===== src/apd_pkg.sv =====
// shared constants, register map and carriers of the power detector thresholds
package apd_pkg;

  // register indices; byte address is four times the index
  localparam logic [9:0] IX_C0H_LO = 10'h00f;
  localparam logic [9:0] IX_C0H_HI = 10'h010;
  localparam logic [9:0] IX_C0L_LO = 10'h011;
  localparam logic [9:0] IX_C0L_HI = 10'h012;
  localparam logic [9:0] IX_FMT0 = 10'h013;
  localparam logic [9:0] IX_C1H_LO = 10'h016;
  localparam logic [9:0] IX_C1H_HI = 10'h017;
  localparam logic [9:0] IX_C1L_LO = 10'h018;
  localparam logic [9:0] IX_C1L_HI = 10'h019;
  localparam logic [9:0] IX_FMT1 = 10'h01a;
  localparam logic [9:0] IX_HOLD_LO = 10'h01d;
  localparam logic [9:0] IX_HOLD_HI = 10'h01e;
  localparam logic [9:0] IX_PEN = 10'h020;
  localparam logic [9:0] IX_PEXP = 10'h021;
  localparam logic [9:0] IX_PH_LO = 10'h022;
  localparam logic [9:0] IX_PH_HI = 10'h023;
  localparam logic [9:0] IX_PL_LO = 10'h024;
  localparam logic [9:0] IX_PL_HI = 10'h025;
  localparam logic [9:0] IX_STAT = 10'h040;
  localparam logic [9:0] IX_MASK = 10'h041;
  localparam logic [9:0] IX_LIVE = 10'h042;

  // field layout
  localparam int unsigned PEXP_W = 5;
  localparam int unsigned EV_W = 4;
  localparam int unsigned EV_FLAG0 = 0;
  localparam int unsigned EV_FLAG1 = 1;
  localparam int unsigned EV_PHIGH = 2;
  localparam int unsigned EV_PLOW = 3;

  // unity and one-eighth crossing ratio codes
  localparam logic signed [15:0] THR_UNITY = 16'sh4000;
  localparam logic signed [15:0] THR_EIGHTH = 16'sh0800;

  localparam logic [7:0] RST_BYTE = 8'h00;

  typedef struct packed {
    logic cyc;
    logic stb;
    logic we;
    logic [11:0] adr;
    logic [3:0] sel;
    logic [31:0] dat;
  } apd_wb_req_s;

  typedef struct packed {
    logic signed [15:0] iir0;
    logic signed [15:0] iir1;
    logic [15:0] pwr;
  } apd_sense_s;

  typedef struct packed {
    logic signed [15:0] c0h;
    logic signed [15:0] c0l;
    logic signed [15:0] c1h;
    logic signed [15:0] c1l;
    logic fmt0;
    logic fmt1;
    logic [15:0] hold;
    logic pen;
    logic [PEXP_W-1:0] pexp;
    logic [15:0] ph;
    logic [15:0] pl;
    logic [EV_W-1:0] stat;
    logic [EV_W-1:0] mask;
    logic [1:0] flag;
    logic [15:0] cnt0;
    logic [15:0] cnt1;
    logic [31:0] pacc;
    logic [16:0] pcnt;
    logic phi;
    logic plo;
    logic [1:0] res0;
    logic [1:0] res1;
    logic irq;
    logic ack;
    logic [31:0] rdat;
  } apd_state_s;

  localparam apd_state_s ST_RST = '0;

endpackage


===== src/apd_top.sv =====
// power detector thresholds: crossing comparators, hold timer, average power, registers
//
// Behaviour
// crossing thresholds are signed 2.14 values
// 4000h is 100%, 0800h is 12.5%
// format bit selects 1-bit or 2-bit result
// output above upper limit sets peak flag
// flag clears after full hold below lower
// hold count is 16 bits of clocks
// average power runs only while enabled
// power block length is 2 to the M
// low byte at lower index, high next
// average power compared to 16-bit limits
// software writes zero to unused bits
// hold count restarts when back at lower
//
// Register access over Wishbone is this design's own decision.
module apd_top #(
  parameter int unsigned PWR_EXP_MAX = 16
) (
  // clock and reset
  input wire logic clock,
  input wire logic rst_n,
  // register bus
  input apd_pkg::apd_wb_req_s wb_req,
  output logic wb_ack_o,
  output logic [31:0] wb_dat_o,
  // filtered samples, one per clock
  input apd_pkg::apd_sense_s sense,
  // detector results
  output logic [1:0] iir0_result,
  output logic [1:0] iir1_result,
  output logic [1:0] power_result,
  output logic irq
);
  import apd_pkg::*;

  if (PWR_EXP_MAX < 1 || PWR_EXP_MAX > 16) begin : g_chk
    $error("PWR_EXP_MAX must lie in 1..16");
  end

  apd_state_s q;
  apd_state_s d;

  // one hold step: returns {flag, count}
  function automatic logic [16:0] hold_step(
    input logic signed [15:0] smp,
    input logic signed [15:0] hi,
    input logic signed [15:0] lo,
    input logic [15:0] hold,
    input logic flag,
    input logic [15:0] cnt
  );
    logic [16:0] r;
    r = {flag, 16'h0000};
    // upper crossing sets flag
    if (smp > hi) begin
      r = {1'b1, 16'h0000};
    end else if (flag && smp < lo) begin
      // clear after full hold
      if (cnt >= hold) begin
        r = {1'b0, 16'h0000};
      end else begin
        // count hold clocks
        r = {1'b1, cnt + 16'h0001};
      end
    end
    // otherwise count restarts
    return r;
  endfunction

  // result bits: hysteresis flag, and in two-level format the below-lower level
  function automatic logic [1:0] fmt_res(
    input logic two,
    input logic flag,
    input logic below
  );
    // one or two bit format
    return two ? {below, flag} : {1'b0, flag};
  endfunction

  // read data byte for an index
  function automatic logic [7:0] rd_byte(input apd_state_s s, input logic [9:0] ix);
    logic [7:0] b;
    b = 8'h00;
    case (ix)
      IX_C0H_LO: b = s.c0h[7:0];
      IX_C0H_HI: b = s.c0h[15:8];
      IX_C0L_LO: b = s.c0l[7:0];
      IX_C0L_HI: b = s.c0l[15:8];
      IX_FMT0: b = {7'h00, s.fmt0};
      IX_C1H_LO: b = s.c1h[7:0];
      IX_C1H_HI: b = s.c1h[15:8];
      IX_C1L_LO: b = s.c1l[7:0];
      IX_C1L_HI: b = s.c1l[15:8];
      IX_FMT1: b = {7'h00, s.fmt1};
      IX_HOLD_LO: b = s.hold[7:0];
      IX_HOLD_HI: b = s.hold[15:8];
      IX_PEN: b = {7'h00, s.pen};
      IX_PEXP: b = {3'h0, s.pexp};
      IX_PH_LO: b = s.ph[7:0];
      IX_PH_HI: b = s.ph[15:8];
      IX_PL_LO: b = s.pl[7:0];
      IX_PL_HI: b = s.pl[15:8];
      IX_STAT: b = {4'h0, s.stat};
      IX_MASK: b = {4'h0, s.mask};
      IX_LIVE: b = {s.plo, s.phi, 4'h0, s.flag};
      default: b = 8'h00;
    endcase
    return b;
  endfunction

  logic [9:0] idx;
  logic take;
  logic wr;
  logic rd;
  logic [7:0] wb;
  logic [16:0] h0;
  logic [16:0] h1;
  logic [EV_W-1:0] ev;
  logic [PEXP_W-1:0] m;
  logic [16:0] blk;
  logic [31:0] sum;
  logic [31:0] avg;
  logic nphi;
  logic nplo;

  always_comb begin
    d = q;
    idx = wb_req.adr[11:2];
    take = wb_req.cyc & wb_req.stb & ~q.ack;
    wr = take & wb_req.we & wb_req.sel[0];
    rd = take & ~wb_req.we;
    wb = wb_req.dat[7:0];
    d.ack = take;
    d.rdat = rd ? {24'h000000, rd_byte(q, idx)} : q.rdat;

    // crossing comparators
    // signed limits
    h0 = hold_step(sense.iir0, q.c0h, q.c0l, q.hold, q.flag[0], q.cnt0);
    h1 = hold_step(sense.iir1, q.c1h, q.c1l, q.hold, q.flag[1], q.cnt1);
    d.flag = {h1[16], h0[16]};
    d.cnt0 = h0[15:0];
    d.cnt1 = h1[15:0];
    d.res0 = fmt_res(q.fmt0, h0[16], sense.iir0 < q.c0l);
    d.res1 = fmt_res(q.fmt1, h1[16], sense.iir1 < q.c1l);

    // average power over a block
    // clamp exponent to supported range
    m = (q.pexp > PEXP_W'(PWR_EXP_MAX)) ? PEXP_W'(PWR_EXP_MAX) : q.pexp;
    blk = 17'h00001 << m;
    sum = q.pacc + {16'h0000, sense.pwr};
    avg = sum >> m;
    nphi = q.phi;
    nplo = q.plo;
    // held idle while disabled
    if (!q.pen) begin
      d.pacc = 32'h00000000;
      d.pcnt = 17'h00000;
      nphi = 1'b0;
      nplo = 1'b0;
    end else if (q.pcnt == blk - 17'h00001) begin
      // compare block average
      nphi = avg > {16'h0000, q.ph};
      nplo = avg < {16'h0000, q.pl};
      d.pacc = 32'h00000000;
      d.pcnt = 17'h00000;
    end else begin
      d.pacc = sum;
      d.pcnt = q.pcnt + 17'h00001;
    end
    d.phi = nphi;
    d.plo = nplo;

    // sticky events, read clears, a new event wins
    ev = '0;
    ev[EV_FLAG0] = h0[16] & ~q.flag[0];
    ev[EV_FLAG1] = h1[16] & ~q.flag[1];
    ev[EV_PHIGH] = nphi & ~q.phi;
    ev[EV_PLOW] = nplo & ~q.plo;
    d.stat = ((rd && idx == IX_STAT) ? '0 : q.stat) | ev;

    // register writes
    // byte halves of 16-bit limits
    if (wr) begin
      case (idx)
        IX_C0H_LO: d.c0h[7:0] = wb;
        IX_C0H_HI: d.c0h[15:8] = wb;
        IX_C0L_LO: d.c0l[7:0] = wb;
        IX_C0L_HI: d.c0l[15:8] = wb;
        IX_C1H_LO: d.c1h[7:0] = wb;
        IX_C1H_HI: d.c1h[15:8] = wb;
        IX_C1L_LO: d.c1l[7:0] = wb;
        IX_C1L_HI: d.c1l[15:8] = wb;
        IX_HOLD_LO: d.hold[7:0] = wb;
        IX_HOLD_HI: d.hold[15:8] = wb;
        IX_PH_LO: d.ph[7:0] = wb;
        IX_PH_HI: d.ph[15:8] = wb;
        IX_PL_LO: d.pl[7:0] = wb;
        IX_PL_HI: d.pl[15:8] = wb;
        // unused bits not stored
        IX_FMT0: d.fmt0 = wb[0];
        IX_FMT1: d.fmt1 = wb[0];
        IX_PEN: d.pen = wb[0];
        IX_PEXP: d.pexp = wb[PEXP_W-1:0];
        IX_MASK: d.mask = wb[EV_W-1:0];
        default: d.mask = q.mask;
      endcase
    end
    d.irq = |(d.stat & d.mask);
  end

  always_ff @(posedge clock or negedge rst_n) begin
    if (!rst_n) begin
      q <= ST_RST;
    end else begin
      q <= d;
    end
  end

  assign wb_ack_o = q.ack;
  assign wb_dat_o = q.rdat;
  assign iir0_result = q.res0;
  assign iir1_result = q.res1;
  assign power_result = {q.plo, q.phi};
  assign irq = q.irq;

endmodule // apd_top


===== config.mk =====
export PLATFORM = sky130hd
export DESIGN_NAME = apd_top
export DESIGN_NICKNAME = d
export VERILOG_FILES = /design/src/apd_pkg.sv /design/src/apd_top.sv
export SDC_FILE = /design/constraint.sdc
export NUM_CORES = 1
export LEC_CHECK = 0
export CAP_MARGIN = 20
export CORE_ASPECT_RATIO = 1.5
export CORE_MARGIN = 4
export CORE_UTILIZATION = 59
export CTS_BUF_LIST = sky130_fd_sc_hd__clkbuf_16
export DETAILED_ROUTE_END_ITERATION = 8
export DONT_BUFFER_PORTS = 1
export PLACE_DENSITY = 0.78
export SYNTH_ARGS = -nofsm -noshare
export SYNTH_HDL_FRONTEND = slang
export SYNTH_SLANG_ARGS = --single-unit

===== constraint.sdc =====
create_clock -name clock -period 5.1 [get_ports clock]
set_input_delay 0.765 -clock clock [delete_from_list [all_inputs] [get_ports clock]]
set_output_delay 0.765 -clock clock [all_outputs]
set_load 0.05 [all_outputs]

## After elaboration in Yosys (flattened, before gate mapping)

Cells that the tools add are included.

- Flip-flop bits (word level): 227
- Latch bits: 0
- Memory bits (writable): 0
- Bits in read-only memories: 0
- Input bits: 101
- Output and inout bits: 40
- Logic and storage cells: 128
- Memories: 0

- Add/subtract/negate cells: 5
- Multiply operators: 0
- Divide/modulo/power cells: 0
- Order comparisons: 9
- Equality and inequality tests: 22
- Shifts and indexed selects: 2
- Muxes and demuxes: 19
- Bitwise logic cells: 17
- Reductions and logical operators: 22

Operators by type and width:

| kind | count |
|---|---|
| 8-bit case mux with 21 select lines | 1 |
| 10-bit by 5-bit equality test with 1-bit output (second input constant) | 11 |
| 17-bit two-way mux | 6 |
| 49-bit two-way mux | 2 |
| 10-bit by 6-bit equality test with 1-bit output (second input constant) | 6 |
| 2-bit AND reduction | 18 |
| 16-bit by 1-bit adder with 16-bit output (second input constant) | 2 |
| 32-bit by 16-bit adder with 32-bit output | 1 |
| 16-bit >= comparator | 2 |
| 16-bit greater-than comparator | 2 |
| 32-bit by 16-bit greater-than comparator with 1-bit output | 1 |
| 16-bit < comparator | 2 |
| 32-bit by 16-bit < comparator with 1-bit output | 1 |
| 32-bit by 5-bit right shift with 32-bit output | 1 |
| 10-bit by 7-bit equality test with 1-bit output (second input constant) | 3 |
| 17-bit by 1-bit adder with 17-bit output (second input constant) | 1 |
| 17-bit equality test | 1 |
| 1-bit by 5-bit << shifter with 17-bit output (first input constant) | 1 |
| 17-bit by 1-bit subtractor with 17-bit output (second input constant) | 1 |
| 4-bit two-way mux | 3 |
| 10-bit by 4-bit equality test with 1-bit output (second input constant) | 1 |
| 1-bit AND | 9 |
| 1-bit NOT | 6 |
| 5-bit greater-than comparator (second input constant) | 1 |
| other kinds (7) | 13 |

## Depth between registers and ports, before layout

Gate-level depths: netlist of run 1.

- Depth in word-level cells: 11
- Gate-level depth with buffers: 27
- Gate-level depth less buffers: 27

## Worst setup path after synthesis of run 1

Ideal clock, no wire load.

- Path type: input -> register
- Start: input sense[0] (netlist bit)
- End: register q, in the netlist irq
- Setup time: 122 ps
- Arrival time: 5219 ps
- Data required time: 4978 ps
- Path slack: -241 ps
- Stages on the path: 24
- Path buffers: 0
- Cell sequence: ha_1 fa_1 a211oi_2 o211ai_1 a21oi_2 a21oi_1 xnor2_1 a221o_1 a2111oi_2 a211oi_1 a21oi_1 ha_1 a21o_1 a21o_1 a21oi_1 nor2b_1 o21ai_0 nand2b_1 a21oi_1 nor2b_1 o31a_1 a311oi_1 o21a_1 o21ai_1

RTL lines:

| item | RTL line | RTL |
|---|---|---|
| start, declared | apd_top.sv:29 | `input apd_pkg::apd_sense_s sense,` |
| end signal, assigned | apd_top.sv:215 | `q <= ST_RST;` |
| end signal, assigned | apd_top.sv:217 | `q <= d;` |
| end, declared | apd_top.sv:42 | `apd_state_s q;` |

==> flow_metrics.tcl, run 1 <==
set metrics [dict create \
    htree_levels 1 \
    area_delta_synth_final_pct 16.0 \
    fin_crit_sh_pct 98.2 \
    fin_skew_ps 16.4 \
    cts_sinks 225 \
    diodes 0 \
    ant_nets 0 \
    synthDistinctLibCells 92 \
    numCtsBuffers 24 \
    synth_flop_cell "dfrtp_1" \
    dieArea_um2 31500 \
    wire_per_inst_um 23.8 \
    hp-class "input pin to asynchronous set/reset pin" \
    async_reset_ff_share_pct 100 \
    placeableCoreArea_um2 28200 \
    synth_warnings 0 \
    failed_checks "negative hold slack" \
    drive_gt1_share_pct 22.0 \
    finalCriticalPeriod_ps 5010 \
    grt_max_degree 226 \
    io_pins 141 \
    final_util_pct 69.6 \
    fillers 2246 \
    max_slew_margin_pct 17.3 \
    vias_per_cell 6.44 \
    finalPower_w 0.00402 \
    maxCapViolations 0 \
    powerDensity_nw_per_um2 205 \
    setup_viol 0 \
    grt_pass1_wl_mm 88.5 \
    cp_max_fo 5 \
    syn_avg_cell_area_um2 8.95 \
    ys_seq_area_share_pct 33.3 \
    clockBufferDepth 3 \
    worstSetupPathType "flip-flop to flip-flop" \
    cts_tree "done" \
    arrival_ps 5440 \
    grt_pass1_vias 16136 \
    rsz0062_at_grt "true" \
    fp-row-count 75 \
    final_cells 2399 \
    synth.cell_area_um2 16900 \
    finalInstanceArea_um2 19600 \
    drtIter0Drc 1069 \
    die_h_um 215 \
    die_x_um 146 \
    slew_viol_final 0 \
    synth_edf_count 0 \
    grt-ovfl-total 0 \
    place_hpwl_mm 43.9 \
    synthTopCellsByArea "dfrtp_1, ha_1, mux2_2" \
    netlist_instances 1888 \
    nets 2282 \
    path_clk_slew_ps 60 \
    max_freq_mhz 200 \
    yosysTopAreaCell "dfrtp_1" \
    end_kind "flip-flop" \
    hold_ws_ps -69.0 \
    yosysTopAreaCellShare_pct 33.3 \
    gp_congestion 1.06 \
    track_usage_pct 35.7 \
    initial_utilization_pct 60.0 \
    hold_viol 93 \
    required_ps 5530 \
    route.detailed.drc 0 \
    dp_cells 2351 \
    outcome "finished, violations left" \
    leakage_nw 8.90 \
    synth-seq-cells 225 \
    port_buffers 0 \
    start_kind "flip-flop" \
    max_slew.worst_pin.slew_ps 1240 \
    postPlaceCellArea_um2 18500 \
    clkLatencyLatePin_ps 540 \
    finalWirelength_mm 57.1 \
    num_vias 15453 \
    root_buffer "clkbuf_16" \
    antenna_found_initial 0 \
    ir_drop_mv 0.399 \
    drt-pass1-iter-count 8 \
]
## cell families after synthesis
kind of cell             after synthesis  share of synthesized area, %
buffers and inverters                260                          6.82
flip-flops                           225                          33.3
AND/OR/NAND/NOR                      587                          16.6
AO/OA/AOI/OAI                        445                          18.4
other                                  1                        0.0222
multiplexers                         141                          9.60
adder cells (fa/ha/maj)              146                          10.9
XOR/XNOR                              83                          4.35
## critical path: stages (launching register included)
cell,delay [ps]
dfrtp_1,390
ha_4,170
fa_2,370
a211oi_4,240
o211ai_1,140
a21oi_2,270
buf_6,180
a21oi_2,90
buf_4,160
xor2_2,150
mux4_2,460
nor2_1,120
a31o_2,140
nor2_1,100
a21oi_1,160
o21ai_0,90
buf_4,150
ha_1,280
nand4_1,120
or4_4,570
o31a_1,140
a311oi_2,210
o21a_1,150
o21ai_1,50
## flip-flops by register name, summed over array words and instances, names as in the netlist
signal,flops
wb_dat_o,8
iir1_result,2
iir0_result,2
wb_ack_o,1
q,209
irq,1
power_result,2
## timing repair
item,in CTS,in global routing
setup buffers,0,4
gates resized for setup,4,49
setup endpoints to repair,3,5
endpoints found under the hold margin,225,225
pin swaps,1,18
## per-stage QoR
| step | setup TNS, ps | setup slack [ps] |
|---|---|---|
| 2_1_floorplan | -31.9 | -31.9 |
| 3_3_place_gp | -1390 | -355 |
| 3_5_place_dp | -1560 | -381 |
| 4_1_cts | 0 | 3.52 |
| 5_1_grt | -179 | -165 |
| 6_report | 0 | 93.4 |
## power breakdown
part | leakage [nW] | switching, W | total (W) | internal [W]
Combinational | 5.41 | 0.000149 | 0.000255 | 0.000106
Clock | 0.421 | 0.000764 | 0.00196 | 0.00119
Sequential | 3.06 | 0.0000146 | 0.00180 | 0.00179
Total | 8.90 | 0.000928 | 0.00402 | 0.00309
## path summary, 6_finish.rpt
| kind | from | endpoint | slack, ps | cells after the start |
|---|---|---|---|---|
| min | rst_n | q[67]$_DFF_PN0_ | -70 | 0 |
| min reg2reg | q[127]$_DFF_PN0_ | q[127]$_DFF_PN0_ | 530 | 2 |
| max | q[57]$_DFF_PN0_ | irq$_DFF_PN0_ | 90 | 23 |
| max in group asynchronous | rst_n | q[205]$_DFFE_PN0P_ | 4650 | 0 |
| min in group clock | wb_req[7] | q[210]$_DFFE_PN0P_ | 360 | 2 |
| max reg2reg | q[57]$_DFF_PN0_ | irq$_DFF_PN0_ | 90 | 23 |
## cell usage after synthesis, types with 23 or more instances
| library cell | n |
|---|---|
| a211oi_1 | 23 |
| a21o_1 | 53 |
| a21oi_1 | 97 |
| a22oi_1 | 27 |
| buf_4 | 44 |
| clkbuf_1 | 59 |
| dfrtp_1 | 225 |
| ha_1 | 145 |
| inv_1 | 141 |
| mux2_2 | 119 |
| nand2_1 | 144 |
| nand3_1 | 66 |
| nand4_1 | 39 |
| nor2_1 | 192 |
| nor3_1 | 29 |
| o21ai_0 | 80 |
| xnor2_1 | 37 |
| xor2_1 | 45 |
## final cells by class
class	count	area (um2)	area share, %
Tap cell	346	433	2.21
Timing Repair Buffer	216	1650	8.42
Sequential cell	225	5630	28.7
Multi-Input combinational cell	1426	10500	53.4
Inverter	142	533	2.72
Clock buffer	25	626	3.19
Clock inverter	19	253	1.29
## per-layer routing
metal,track usage [%],part of all wire (%)
met1,33.9,32
met2,65.4,51
met3,5.86,5.5
met4,31.1,11
met5,0,0
## layout by cell type (no fill, tap or decap), types with 19 or more instances in the layout
cell,count
xor2_1,43
nand4_1,39
xnor2_1,34
dfrtp_1,225
clkbuf_16,25
nor3_1,28
o21ai_1,19
inv_1,142
ha_1,144
nor2_1,188
mux2_2,118
a21oi_1,88
a22oi_1,27
buf_4,213
nand2_1,144
a21o_1,53
nand3_1,66
conb_1,24
o21ai_0,67
Note: power is estimated with default switching activity, not from simulation.
==> inputs of run 2 (changes only) <==
clock period = 4.1 ns   (was 5.1 ns; I/O delays follow)
==> run 2 against run 1 <==
  * The run ends with negative hold slack, negative setup slack left
  * Sequential share of layout area shrank 1.2 points
  * Combinational power is 30% higher
  * Core utilization grew 3.0 points
  * Die area stayed put
  * Worst setup slack worse by 1000 ps
  * Highest routed layer unchanged
  * Fmax down 0.10%
==> flow_metrics.tcl, run 2 (synthesized netlist as in run 1, its figures left out) <==
set metrics [dict create \
    outcome "finished, violations left" \
    failed_checks "negative hold slack, negative setup slack" \
    gp_congestion 0.996 \
    cts_sinks 225 \
    max_slew_margin_pct 24.9 \
    endpoint "irq$_DFF_PN0_" \
    required_ps 4510 \
    switching_share_pct 24.8 \
    die_h_um 215 \
    finalWorstSetupSlack_ps -912 \
    clkPwrFrac_pct 44.2 \
    grt_pass1_wl_mm 92.5 \
    cpPeakStageDelay_ps 390 \
    io_pins 141 \
    grt_pass1_vias 16538 \
    cp-startpoint "q[57]$_DFF_PN0_" \
    power.share.combinational_pct 7.2 \
    largest_reg_flops 209 \
    start_kind "flip-flop" \
    clkLatencyLatePin_ps 540 \
    ir_drop_mv 0.286 \
    worstSetupPathType "flip-flop to flip-flop" \
    fin_crit_sh_pct 122 \
    arrival_ps 5420 \
    drive_gt1_share_pct 26.9 \
    wire_per_inst_um 24.4 \
    final_cell_mix "buf_4, dfrtp_1, nor2_1" \
    largest_register "q" \
    fin_skew_ps 23.6 \
    max_freq_mhz 200 \
    slew_viol_final 0 \
    finalPower_w 0.00462 \
    dieArea_um2 31500 \
    htree_levels 1 \
    grt-ovfl-total 0 \
    finalInstanceArea_um2 20400 \
    place_hpwl_mm 47.1 \
    r2r_slack_ps -910 \
    track_usage_pct 37.7 \
    rsz0062_at_grt "true" \
    worst_r2r_startpoint "q[57]$_DFF_PN0_" \
    end_kind "flip-flop" \
    hold_ws_ps -237 \
    fp-row-count 75 \
    root_buffer "clkbuf_16" \
    finalCriticalPeriod_ps 5010 \
    drt-pass1-iter-count 5 \
    area_delta_synth_final_pct 20.9 \
    rr_worst_depth 28 \
    powerDensity_nw_per_um2 226 \
    initial_utilization_pct 60.0 \
    max_slew.worst_pin.slew_ps 1130 \
    route.detailed.drc 0 \
    nets 2372 \
    grt_max_degree 226 \
    pwr-share-seq_pct 48.6 \
    leakage_nw 9.32 \
    finalWirelength_mm 60.7 \
    intPower_w 0.00347 \
    drtIter0Drc 1112 \
    antenna_found_initial 0 \
    cts_tree "done" \
    final_common_cell "buf_4" \
    diodes 0 \
    cp_max_fo 4 \
    path_clk_slew_ps 70 \
    clockBufferDepth 3 \
    port_buffers 0 \
    die_x_um 146 \
    vias_per_cell 6.39 \
    hold_viol 225 \
    numCtsBuffers 24 \
    reg2reg_to "irq$_DFF_PN0_" \
    maxCapViolations 0 \
    critPathSlowestCell "dfrtp_1" \
    num_vias 15907 \
    placeableCoreArea_um2 28200 \
    fin_tns_setup_ps -3930 \
    switchingPower_w 0.00114 \
    hp-class "input pin to asynchronous set/reset pin" \
    ant_nets 0 \
    setup_viol 5 \
    crit_path_frequent_cell "a21oi_2" \
    postPlaceCellArea_um2 19000 \
]
==> run 2: timing repair <==
action / 4_1_cts / 5_1_grt
pin swaps: 25 / 27
endpoints found under the setup margin: 5 / 5
resized for setup: 61 / 48
endpoints found under the hold margin: 225 / 225
buffers inserted: 11 / 9
==> run 2: layout make-up <==
type,instances,area [um2]
Fill cell,2162,7720
Inverter,142,533
Clock buffer,25,626
Clock inverter,19,98.8
Tap cell,346,433
Sequential cell,225,5630
Timing Repair Buffer,306,2350
Multi-Input combinational cell,1426,10800
==> run 2: worst min-delay path by stage <==
stage | from | to | slack, ps | cells after the start
2_1_floorplan | rst_n | iir0_result[0]$_DFF_PN0_ | 320 | 0
3_3_place_gp | rst_n | q[67]$_DFF_PN0_ | 330 | 0
3_5_place_dp | rst_n | q[67]$_DFF_PN0_ | 330 | 0
4_1_cts | rst_n | q[67]$_DFF_PN0_ | -240 | 0
5_1_grt | rst_n | q[68]$_DFF_PN0_ | -250 | 0
6_report | rst_n | q[68]$_DFF_PN0_ | -240 | 0
==> run 2: critical path, delay by kind of cell, from the launching register on <==
kind | cells | cell delay (ps)
adders and majority gates | 3 | 820
xor gates and xnor gates | 1 | 170
AOI/OAI and AO/OA | 17 | 2690
and+or+nand+nor | 5 | 380
DFF | 1 | 390
buffers and inverters | 1 | 140
muxes | 1 | 300
==> run 2: power groups by stage <==
stage / Sequential (W) / Clock [W] / Combinational [W]
3_5_place_dp: 0.00228 / 0 / 0.000308
3_3_place_gp: 0.00228 / 0 / 0.000297
2_1_floorplan: 0.00227 / 0 / 0.000251
5_1_grt: 0.00224 / 0.00215 / 0.000363
4_1_cts: 0.00224 / 0.00206 / 0.000322
6_report: 0.00224 / 0.00204 / 0.000332
==> run 2: metal layers <==
metal  vias to the layer above  share of wire (%)  global-route usage (%)
met5                         -                  0                       0
met4                         0                 11                    34.2
met3                       302                4.7                    5.60
met2                       633                 52                    69.3
met1                      7731                 32                    35.3
li1                       7241                  -                       -
==> run 2: stage by stage <==
step | utilization (%) | std cells | setup WS [ps]
floorplan | - | 1911 | -881
global placement | 67.6 | 2427 | -1280
detailed placement | 67.6 | 2427 | -1330
CTS | 71.5 | 2480 | -850
global route | 72.6 | 2489 | -1220
finish | 72.6 | 2489 | -912
==> inputs of run 3 (changes only) <==
CELL_PAD_IN_SITES_DETAIL_PLACEMENT = 1   (was unset)
CELL_PAD_IN_SITES_GLOBAL_PLACEMENT = 1   (was unset)
CORE_UTILIZATION = 45   (was 59)
PLACE_DENSITY = unset   (was 0.78)
PLACE_DENSITY_LB_ADDON = 0.1   (was unset)
==> run 3 against run 2 <==
  * Sequential share of layout area fell by 0.25 points
  * The flow still finishes with violations (negative hold slack, negative setup slack)
  * Wire length rose by 8.7%
  * Register-to-register slack got worse by 70 ps
  * Combinational power rose by 4%
  * Final area rose by 0.93%
  * Worst setup slack got worse by 67 ps
  * Fmax fell by 1.3%
  * Flip-flop and latch count did not move
  * Clock power rose by 15%
==> flow_metrics.tcl, run 3 (synthesized netlist as in run 1, its figures left out) <==
set metrics [dict create \
    outcome "finished, violations left" \
    failed_checks "negative hold slack, negative setup slack" \
    setup_viol 5 \
    cts_sinks 225 \
    area_delta_synth_final_pct 22.0 \
    num_vias 15945 \
    end_kind "flip-flop" \
    grt_pass1_wl_mm 101 \
    path_clk_slew_ps 60 \
    hold_ws_ps -236 \
    clockBufferDepth 3 \
    leakage_nw 9.34 \
    cts_tree "done" \
    initial_utilization_pct 45.8 \
    drtIter0Drc 873 \
    clkLatencyLatePin_ps 550 \
    reg2reg_to "irq$_DFF_PN0_" \
    io_pins 141 \
    pwr-share-seq_pct 45.5 \
    place_hpwl_mm 51.6 \
    rr_worst_depth 25 \
    seqCellArea_um2 5630 \
    route.detailed.drc 0 \
    grt_max_degree 226 \
    antenna_found_initial 0 \
    wire_per_inst_um 25.1 \
    required_ps 4540 \
    gp_congestion 0.927 \
    switching_share_pct 24.3 \
    numCtsBuffers 25 \
    switchingPower_w 0.00120 \
    worstSetupPathType "flip-flop to flip-flop" \
    powerDensity_nw_per_um2 239 \
    fillers 4322 \
    cp_max_fo 4 \
    hold_viol 225 \
    drt-pass1-iter-count 7 \
    multi_input_area_um2 10600 \
    diodes 0 \
    max_freq_mhz 197 \
    slew_viol_final 0 \
    clkPwrFrac_pct 47.5 \
    highest_layer "met4" \
    fin_crit_sh_pct 124 \
    max_slew.worst_pin.slew_ps 1140 \
    port_buffers 0 \
    cp-startpoint "q[57]$_DFF_PN0_" \
    die_h_um 245 \
    arrival_ps 5510 \
    intPower_w 0.00372 \
    placeableCoreArea_um2 36900 \
    rsz0062_at_grt "true" \
    wl_met1_mm 21.9 \
    die_x_um 166 \
    finalWirelength_mm 66.0 \
    drive_gt1_share_pct 26.6 \
    worst_r2r_startpoint "q[57]$_DFF_PN0_" \
    ant_nets 0 \
    dieArea_um2 40800 \
    fin_skew_ps 13.9 \
    final_common_cell "buf_4" \
    endpoint "irq$_DFF_PN0_" \
    finalWorstSetupSlack_ps -978 \
    grt_pass1_vias 17374 \
    start_kind "flip-flop" \
    largest_reg_flops 209 \
    finalCriticalPeriod_ps 5080 \
    largest_register "q" \
    root_buffer "clkbuf_16" \
    grt-ovfl-total 0 \
    pre_cts_slack_ps -1420 \
    maxCapViolations 0 \
    ir_drop_mv 0.342 \
    fp-row-count 86 \
    r2r_slack_ps -980 \
    final_cell_mix "buf_4, dfrtp_1, nor2_1" \
    hp-class "input pin to asynchronous set/reset pin" \
    power.share.combinational_pct 7.0 \
    max_slew_margin_pct 22.7 \
    nets 2375 \
    track_usage_pct 31.5 \
    htree_levels 1 \
    vias_per_cell 6.06 \
    dr_wl_met3_mm 2.11 \
    wl_met2_mm 35.6 \
]
run 3: cell types whose count changed in the layout (fill, tap and decap cells not counted), sizes merged:
cell | previous run | this run
bufinv | 0 | 4
inv | 144 | 146
buf | 306 | 308
clkinv | 14 | 12
clkinvlp | 3 | 1
run 3: area by class of cell:
cell class                      instances  share of cell area, %
Sequential cell                       225                   27.3
Inverter                              142                   2.59
Clock buffer                           25                   3.03
Tap cell                              484                   2.94
Multi-Input combinational cell       1426                   51.5
Timing Repair Buffer                  308                   11.7
Clock inverter                         21                  0.959
run 3: worst min-delay path by stage:
stage | to | cells past startpoint | slack, ps
2_1_floorplan | iir0_result[0]$_DFF_PN0_ | 0 | 320
3_3_place_gp | q[67]$_DFF_PN0_ | 0 | 330
3_5_place_dp | q[69]$_DFF_PN0_ | 0 | 330
4_1_cts | q[47]$_DFF_PN0_ | 0 | -250
5_1_grt | q[67]$_DFF_PN0_ | 0 | -250
6_report | q[67]$_DFF_PN0_ | 0 | -240
run 3: worst max-delay path, stage by stage, from the launching register on:
cell and delay (ps):
dfrtp_1 400, ha_4 170, fa_2 370, a211oi_4 250
o211ai_1 130, a21oi_2 180, buf_6 160, o221ai_4 110
xor2_1 180, mux4_2 480, mux2_2 300, a21oi_1 160
o21ai_1 90, ha_1 320, a21oi_2 140, nor2b_1 50
o21ai_1 130, a21boi_0 100, o21ai_1 130, nand2b_1 80
a21oi_2 190, nor3_2 90, o31a_1 260, a311oi_2 250
o21a_1 180, o21ai_1 70
run 3: timing repair:
item | CTS | global route
hold endpoints to repair | 225 | 225
setup endpoints to repair | 5 | 13
gates cloned | 0 | 0
pin swaps | 23 | 12
buffers inserted | 9 | 6
gates resized for setup | 44 | 44
run 3: through the flow:
step / total power (W) / util, % / instances / setup TNS [ps] / instance area [um2]
finish: 0.00492 / 55.9 / 2631 / -4200 / 20600
detailed placement: 0.00261 / 52.3 / 2570 / -6700 / 19300
global route: 0.00508 / 55.9 / 2631 / -5710 / 20600
floorplan: 0.00253 / - / 1911 / -3430 / 17000
CTS: 0.00495 / 55.2 / 2625 / -4240 / 20400
global placement: 0.00259 / 52.3 / 2570 / -6030 / 19300
run 3: layer usage:
metal	vias to the layer above	global-route usage (%)
met5	-	0
met2	462	60.3
met1	8000	30.6
met3	248	3.25
li1	7235	-
met4	0	24.4
run 3: power groups by stage:
stage,clock [W],combinational [W],sequential (W)
2_1_floorplan,0,0.000251,0.00227
3_3_place_gp,0,0.000310,0.00228
3_5_place_dp,0,0.000324,0.00228
4_1_cts,0.00237,0.000335,0.00224
5_1_grt,0.00247,0.000375,0.00224
6_report,0.00234,0.000344,0.00224
